**config.mk**
```make
export PLATFORM = sky130hd
export DESIGN_NAME = hcpr_regs
export DESIGN_NICKNAME = d
export VERILOG_FILES = /design/src/hw/hcpr_pkg.sv /design/src/hw/hcpr_regs.sv
export SDC_FILE = /design/constraint.sdc
export NUM_CORES = 1
export LEC_CHECK = 0
export BUFFER_PORTS_ARGS = -buffer_cell sky130_fd_sc_hd__buf_2
export CAP_MARGIN = 20
export CORE_ASPECT_RATIO = 2
export CORE_UTILIZATION = 55
export DETAILED_ROUTE_END_ITERATION = 10
export PLACE_DENSITY = 0.83
export SYNTH_ARGS = -nofsm -noshare
export SYNTH_HDL_FRONTEND = slang
export SYNTH_SLANG_ARGS = --single-unit
```
**constraint.sdc**
```tcl
create_clock -name CORE_CLK -period 2.1 [get_ports CORE_CLK]
set_input_delay 0.42 -clock CORE_CLK [delete_from_list [all_inputs] [get_ports CORE_CLK]]
set_output_delay 0.42 -clock CORE_CLK [all_outputs]
set_load 0.02 [all_outputs]
```
**src/hw/hcpr_pkg.sv**
```systemverilog
/*
  constants for the host configuration and write-protection register bank.
  assumes a byte-wide register port on the core clock.
*/
package hcpr_pkg;
  // ----------------------------------------
  // register offsets
  // ----------------------------------------
  localparam logic [7:0] HCPR_SYNC_MON_OFS = 8'h7C;
  localparam logic [7:0] HCPR_IRQ_CFG_OFS = 8'h7D;
  localparam logic [7:0] HCPR_KEY_OFS = 8'h7E;
  localparam logic [7:0] HCPR_IFSEL_OFS = 8'h7F;
  // ----------------------------------------
  // reset values
  // ----------------------------------------
  localparam logic [7:0] HCPR_SYNC_MON_RST = 8'h2B;
  localparam logic [7:0] HCPR_IRQ_CFG_RST = 8'h02;
  localparam logic [7:0] HCPR_KEY_RST = 8'h85;
  localparam logic [2:0] HCPR_IFSEL_RST = 3'h0;
  // ----------------------------------------
  // field positions
  // ----------------------------------------
  localparam int HCPR_RECAL_BIT = 7;
  localparam int HCPR_LIMIT_LSB = 4;
  localparam int HCPR_POL_BIT = 0;
  localparam int HCPR_TRI_BIT = 1;
  localparam int HCPR_GPO_BIT = 2;
  // ----------------------------------------
  // key values and modes
  // ----------------------------------------
  localparam logic [7:0] HCPR_KEY_FULL = 8'h85;
  localparam logic [7:0] HCPR_KEY_SINGLE = 8'h86;
  localparam logic [7:0] HCPR_KEY_RELOCK = 8'h00;
  typedef enum logic [2:0] {
    HCPR_PROT = 3'b001,
    HCPR_FULL = 3'b010,
    HCPR_SINGLE = 3'b100
  } hcpr_prot_e;
  // interface select codes
  localparam logic [2:0] HCPR_IF_EPROM = 3'h1;
  localparam logic [2:0] HCPR_IF_MUX = 3'h2;
  localparam logic [2:0] HCPR_IF_INTEL = 3'h3;
  localparam logic [2:0] HCPR_IF_MOTO = 3'h4;
  localparam logic [2:0] HCPR_IF_SERIAL = 3'h5;
endpackage

```
**src/hw/hcpr_regs.sv**
```systemverilog
/*
  host configuration and write-protection register bank: frame sync source,
  interrupt pin configuration, protection key and host interface select.
  assumes a byte-wide register port driven by host interface logic on CORE_CLK;
  strap and sync pins arrive asynchronously.
*/
`timescale 1ns/10ps
module hcpr_regs (
  // clock and reset
  input wire logic CORE_CLK,
  input wire logic NRST,
  // register port
  input wire logic [7:0] REG_ADDR,
  input wire logic REG_WR,
  input wire logic [7:0] REG_WDATA,
  input wire logic REG_RD,
  output logic [7:0] REG_RDATA,
  output logic REG_RD_VALID,
  // straps and core status
  input wire logic [2:0] UPSEL_PINS,
  input wire logic IRQ_ACTIVE,
  input wire logic RECAL_DONE,
  // frame sync
  input wire logic EXT_SYNC_PIN,
  input wire logic SYNC_ENABLE,
  input wire logic DPLL_LOCKED,
  input wire logic [3:0] DPLL_SOURCE,
  output logic FRAME_SYNC_OUT,
  output logic [2:0] SYNC_MONITOR_LIMIT,
  output logic PHASE_OFFSET_RECAL_FORCE,
  // interrupt pin
  output logic IRQ_PIN_O,
  output logic IRQ_PIN_OE_N,
  // host interface and scan
  output logic [2:0] HOST_IF_MODE,
  output logic [4:0] PROT_STATE,
  output logic BSCAN_CORE_CAPTURE_EN,
  output logic TRST_PULL_DOWN_EN
);
  import hcpr_pkg::*;

  // ----------------------------------------
  // reset release and pin synchronisers
  // ----------------------------------------
  logic rst_meta_q, rst_n;
  always_ff @(posedge CORE_CLK or negedge NRST) begin
    if (!NRST) begin
      rst_meta_q <= 1'b0;
      rst_n <= 1'b0;
    end else begin
      rst_meta_q <= 1'b1;
      rst_n <= rst_meta_q;
    end
  end

  // no reset here so straps are settled by the time reset releases
  logic [3:0] pin_meta_q, pin_sync_q;
  always_ff @(posedge CORE_CLK) begin
    pin_meta_q <= {EXT_SYNC_PIN, UPSEL_PINS};
    pin_sync_q <= pin_meta_q;
  end

  // ----------------------------------------
  // protection decode
  // ----------------------------------------
  function automatic hcpr_prot_e key_mode(input logic [7:0] key);
    if (key == HCPR_KEY_FULL) begin
      return HCPR_FULL;
    end else if (key == HCPR_KEY_SINGLE) begin
      return HCPR_SINGLE;
    end else begin
      return HCPR_PROT;
    end
  endfunction

  logic [7:0] key_q;
  logic [7:0] sync_mon_q;
  logic [2:0] irq_cfg_q;
  logic [2:0] ifsel_q;
  logic strap_done_q;
  hcpr_prot_e mode;
  logic key_wr, other_wr;

  always_comb begin
    mode = key_mode(key_q);
    key_wr = REG_WR && (REG_ADDR == HCPR_KEY_OFS);
    other_wr = REG_WR && (REG_ADDR != HCPR_KEY_OFS) && (mode != HCPR_PROT);
  end

  // ----------------------------------------
  // protection key
  // ----------------------------------------
  always_ff @(posedge CORE_CLK or negedge rst_n) begin
    if (!rst_n) begin
      key_q <= HCPR_KEY_RST;
    end else if (key_wr) begin
      key_q <= REG_WDATA;
    end else if (other_wr && mode == HCPR_SINGLE) begin
      key_q <= HCPR_KEY_RELOCK;
    end
  end

  // ----------------------------------------
  // configuration registers
  // ----------------------------------------
  always_ff @(posedge CORE_CLK or negedge rst_n) begin
    if (!rst_n) begin
      sync_mon_q <= HCPR_SYNC_MON_RST;
    end else if (other_wr && REG_ADDR == HCPR_SYNC_MON_OFS) begin
      sync_mon_q <= REG_WDATA;
    end else if (RECAL_DONE) begin
      // a write in the same cycle wins, so a fresh request is not lost
      sync_mon_q[HCPR_RECAL_BIT] <= 1'b0;
    end
  end

  always_ff @(posedge CORE_CLK or negedge rst_n) begin
    if (!rst_n) begin
      irq_cfg_q <= HCPR_IRQ_CFG_RST[2:0];
    end else if (other_wr && REG_ADDR == HCPR_IRQ_CFG_OFS) begin
      irq_cfg_q <= REG_WDATA[2:0];
    end
  end

  // strap taken on the first edge after release, then only EPROM boot may write
  always_ff @(posedge CORE_CLK or negedge rst_n) begin
    if (!rst_n) begin
      ifsel_q <= HCPR_IFSEL_RST;
      strap_done_q <= 1'b0;
    end else if (!strap_done_q) begin
      ifsel_q <= pin_sync_q[2:0];
      strap_done_q <= 1'b1;
    end else if (other_wr && REG_ADDR == HCPR_IFSEL_OFS && ifsel_q == HCPR_IF_EPROM) begin
      ifsel_q <= REG_WDATA[2:0];
    end
  end

  // ----------------------------------------
  // read port
  // ----------------------------------------
  always_ff @(posedge CORE_CLK or negedge rst_n) begin
    if (!rst_n) begin
      REG_RDATA <= 8'h00;
      REG_RD_VALID <= 1'b0;
    end else begin
      REG_RD_VALID <= REG_RD;
      if (REG_RD) begin
        unique case (REG_ADDR)
          HCPR_SYNC_MON_OFS: REG_RDATA <= sync_mon_q;
          HCPR_IRQ_CFG_OFS: REG_RDATA <= {5'h00, irq_cfg_q};
          HCPR_KEY_OFS: REG_RDATA <= key_q;
          HCPR_IFSEL_OFS: REG_RDATA <= {5'h00, ifsel_q};
          default: REG_RDATA <= 8'h00;
        endcase
      end
    end
  end

  // ----------------------------------------
  // frame sync gating
  // ----------------------------------------
  always_ff @(posedge CORE_CLK or negedge rst_n) begin
    if (!rst_n) begin
      FRAME_SYNC_OUT <= 1'b0;
    end else begin
      FRAME_SYNC_OUT <= pin_sync_q[3] && SYNC_ENABLE && DPLL_LOCKED
                        && (DPLL_SOURCE == sync_mon_q[3:0]);
    end
  end

  // ----------------------------------------
  // interrupt pin
  // ----------------------------------------
  always_ff @(posedge CORE_CLK or negedge rst_n) begin
    if (!rst_n) begin
      IRQ_PIN_O <= 1'b0;
      IRQ_PIN_OE_N <= 1'b1;
    end else if (irq_cfg_q[HCPR_GPO_BIT]) begin
      IRQ_PIN_O <= irq_cfg_q[HCPR_POL_BIT];
      IRQ_PIN_OE_N <= 1'b0;
    end else begin
      // an active interrupt drives the polarity bit, an idle one its inverse
      IRQ_PIN_O <= IRQ_ACTIVE ~^ irq_cfg_q[HCPR_POL_BIT];
      IRQ_PIN_OE_N <= irq_cfg_q[HCPR_TRI_BIT] && !IRQ_ACTIVE;
    end
  end

  // ----------------------------------------
  // mirrored outputs
  // ----------------------------------------
  always_ff @(posedge CORE_CLK or negedge rst_n) begin
    if (!rst_n) begin
      SYNC_MONITOR_LIMIT <= HCPR_SYNC_MON_RST[6:4];
      PHASE_OFFSET_RECAL_FORCE <= HCPR_SYNC_MON_RST[7];
      HOST_IF_MODE <= HCPR_IFSEL_RST;
      PROT_STATE <= 5'h00;
    end else begin
      SYNC_MONITOR_LIMIT <= sync_mon_q[HCPR_LIMIT_LSB +: 3];
      PHASE_OFFSET_RECAL_FORCE <= sync_mon_q[HCPR_RECAL_BIT];
      HOST_IF_MODE <= ifsel_q;
      PROT_STATE <= {2'b00, mode};
    end
  end

  // scan: core capture stays off and test reset is pulled low in the pad
  always_ff @(posedge CORE_CLK or negedge rst_n) begin
    if (!rst_n) begin
      BSCAN_CORE_CAPTURE_EN <= 1'b0;
      TRST_PULL_DOWN_EN <= 1'b1;
    end else begin
      BSCAN_CORE_CAPTURE_EN <= 1'b0;
      TRST_PULL_DOWN_EN <= 1'b1;
    end
  end
endmodule // hcpr_regs

```
==> results.toml <==
[yosys]
synth_top_area_cell = "dfrtp_1"
synth_common_cells = "dfrtp_1, mux2_2, dfstp_2"
synth_edf_count = 0
async_reset_ff_share_pct = 85.5
yosysMostFrequentCell = "dfrtp_1"
synthTopCellsByArea = "dfrtp_1, dfstp_2, mux2_2"
ys_types = 42
synthFlopType = "dfrtp_1"
ys_seq_area_share_pct = 62.2
synth-seq-cells = 55
yosysWarnings = 0
synth.avg_cell_area_um2 = 14.2
synth_area_mm2 = 0.00217
synth_top_cell_area_share_pct = 42.7
syn_inst = 153

[status]
status = "finished, final reports clean"

[floorplanning]
die_w_um = 46.4
initial_core_util_pct = 57.0
dieArea_mm2 = 0.00421
num_rows = 32
io_pins = 58
core_area_mm2 = 0.00380
die_height_um = 90.8

[timing]
timing.final.crit_share_pct = 86.2
skew_ps = 6.79
setup_viol = 0
maxSlewViolCount = 0
fin_tns_setup_ps = 0
rsz0062_at_grt = "no"
max_freq_mhz = 553
min_period_ps = 1810
hold_viol_final = 0

[cells_and_area]
antennaDiodeCount = 0
fillerInstances = 296
fin_util_pct = 68.1
fin_nets = 245
syn_to_final_growth_pct = 19.4
drive_gt1_share_pct = 46.3

[clock_tree]
cts_tree = "built"
clock_latency_ps = 300
numClockSinks = 55
clockBufferDepth = 2
clockRootBuffer = "clkbuf_8"
cts_setup_buffers = 0
cts_resized = 0
cts.reportedPaths.clkPinSlew_ps = 90
h-tree-depth = 2
postCtsHoldBufs = 1
numCtsBuffers = 5

[worst_setup_path]
startpoint_type = "register"
r2r_slack_ps = 290
rr_worst_depth = 4
rr_endpoint = "irq_cfg_q[0]$_DFFE_PN0P_"
cp.arrival_ps = 2010
critical_path.endpoint_type = "register"
crit_type = "reg -> reg"
critical_path_required_ps = 2300
r2r_start = "key_q[2]$_DFFE_PN1P_"
cp_max_fo = 5

[routing]
routedWlPerCell_um = 15.1
routed_wl_um = 4010
num_vias = 1378
drt_iter0_markers = 24
drc = 0
dr.pass1.iters = 6
antenna_left = 0
vias_per_cell = 5.20

[placed_design]
numPortBuffers = 53
place_congestion = 0.807
dp_hpwl_um = 3000

[grt]
grt_remaining_overflow = 0
antenna_found_initial = 0
grt_pass1_wl_um = 6600
grt_pass1_vias = 1413
grt_start_max_net_pins = 29
track_usage_pct = 21.7

[worst_hold_path]
hp-class = "reg -> async"

[power]
power_uw = 1800
p_per_area_mw_per_mm2 = 694
cellLeakagePower_uw = 0.00127
ir_worst_vdd_v = 0.000814

[job]
cap_violations = 0
per-stage QoR:
step,worst slack [ps],hold WS [ps],area (um2),instances
final,291,203,2590,265
after global routing,175,198,2590,265
after CTS,273,209,2590,265
after detailed placement,249,208,2500,256
after global placement,309,205,2500,256
after floorplan,389,124,2180,157
registers in the layout, indices dropped and copies added, names as in the netlist, 3 cells and up:
register	cells
HOST_IF_MODE	3
PROT_STATE	3
REG_RDATA	8
SYNC_MONITOR_LIMIT	3
ifsel_q	3
irq_cfg_q	3
key_q	8
pin_meta_q	4
pin_sync_q	4
sync_mon_q	8
per-layer routing:
layer	wire length, um	vias to the layer above	share of wire (%)	global-route usage, %
li1	-	648	-	-
met1	1580	679	39	26.7
met2	2200	45	55	35.3
met3	150	6	3.7	3.20
met4	83	0	2.1	10.3
met5	0	-	0	0
final cells by class:
class                   instances  area (um2)  area share (%)
clock inverters                 1        5.00           0.193
well taps                      51        63.8            2.46
flip-flops and latches         55        1350            52.1
clock buffers                   7        76.3            2.95
multi-input cells              86         759            29.3
repair buffers                 56         303            11.7
inverters                       9        33.8            1.30
critical path: stages, from the launching register on:
cell and delay, ps:
dfstp_2 540, or4b_4 500, nor2_4 180, nand4_2 180, mux2_2 310
cell families (layout without fill, tap and decap cells):
logic type	Yosys count	in the layout	synth area share, %
DFF	55	55	62.2
and+or+nand+nor	32	32	11.7
muxes	26	26	14.9
AOI/OAI and AO/OA	16	16	4.96
buffers and inverters	16	73	3.52
xor gates and xnor gates	6	6	2.42
other	2	6	0.346
how the worst max path moves through the flow:
stage                     slack [ps]            startpoint                   endpoint  cells past startpoint
after floorplan                  390  key_q[2]$_DFFE_PN1P_   irq_cfg_q[0]$_DFFE_PN0P_                      4
after global placement           310           REG_ADDR[7]  sync_mon_q[7]$_DFFE_PN0P_                      5
after detailed placement         250           REG_ADDR[7]  sync_mon_q[7]$_DFFE_PN0P_                      5
after CTS                        270  key_q[2]$_DFFE_PN1P_   irq_cfg_q[0]$_DFFE_PN0P_                      4
after global routing             170  key_q[2]$_DFFE_PN1P_       key_q[1]$_DFFE_PN0P_                      4
final                            290  key_q[2]$_DFFE_PN1P_   irq_cfg_q[0]$_DFFE_PN0P_                      4
cell usage in the layout, fill, tap and decap left out, types with 2 or more instances in the layout:
cell type	n
nor4b_4	2
nand2_1	3
dfstp_2	10
nand3_1	4
o21ai_0	3
inv_1	9
mux2i_1	6
a22o_1	3
conb_1	6
xor2_1	4
o22ai_1	5
clkbuf_1	2
nor2_1	5
dfrtp_1	36
buf_2	53
mux2_2	17
clkbuf_8	5
dfxtp_1	8
nor4_1	2
nand3b_1	2
nand4b_1	2
xnor2_1	2
mux4_2	2
power breakdown:
group / switching, uW / leakage (uW) / total [uW] / internal, uW
registers: 27.7 / 0.000654 / 1120 / 1090
logic: 76.5 / 0.000570 / 140 / 63.7
clock network: 306 / 0.0000422 / 541 / 234
total: 411 / 0.00127 / 1800 / 1390
Power figures use the tool's default switching activity.
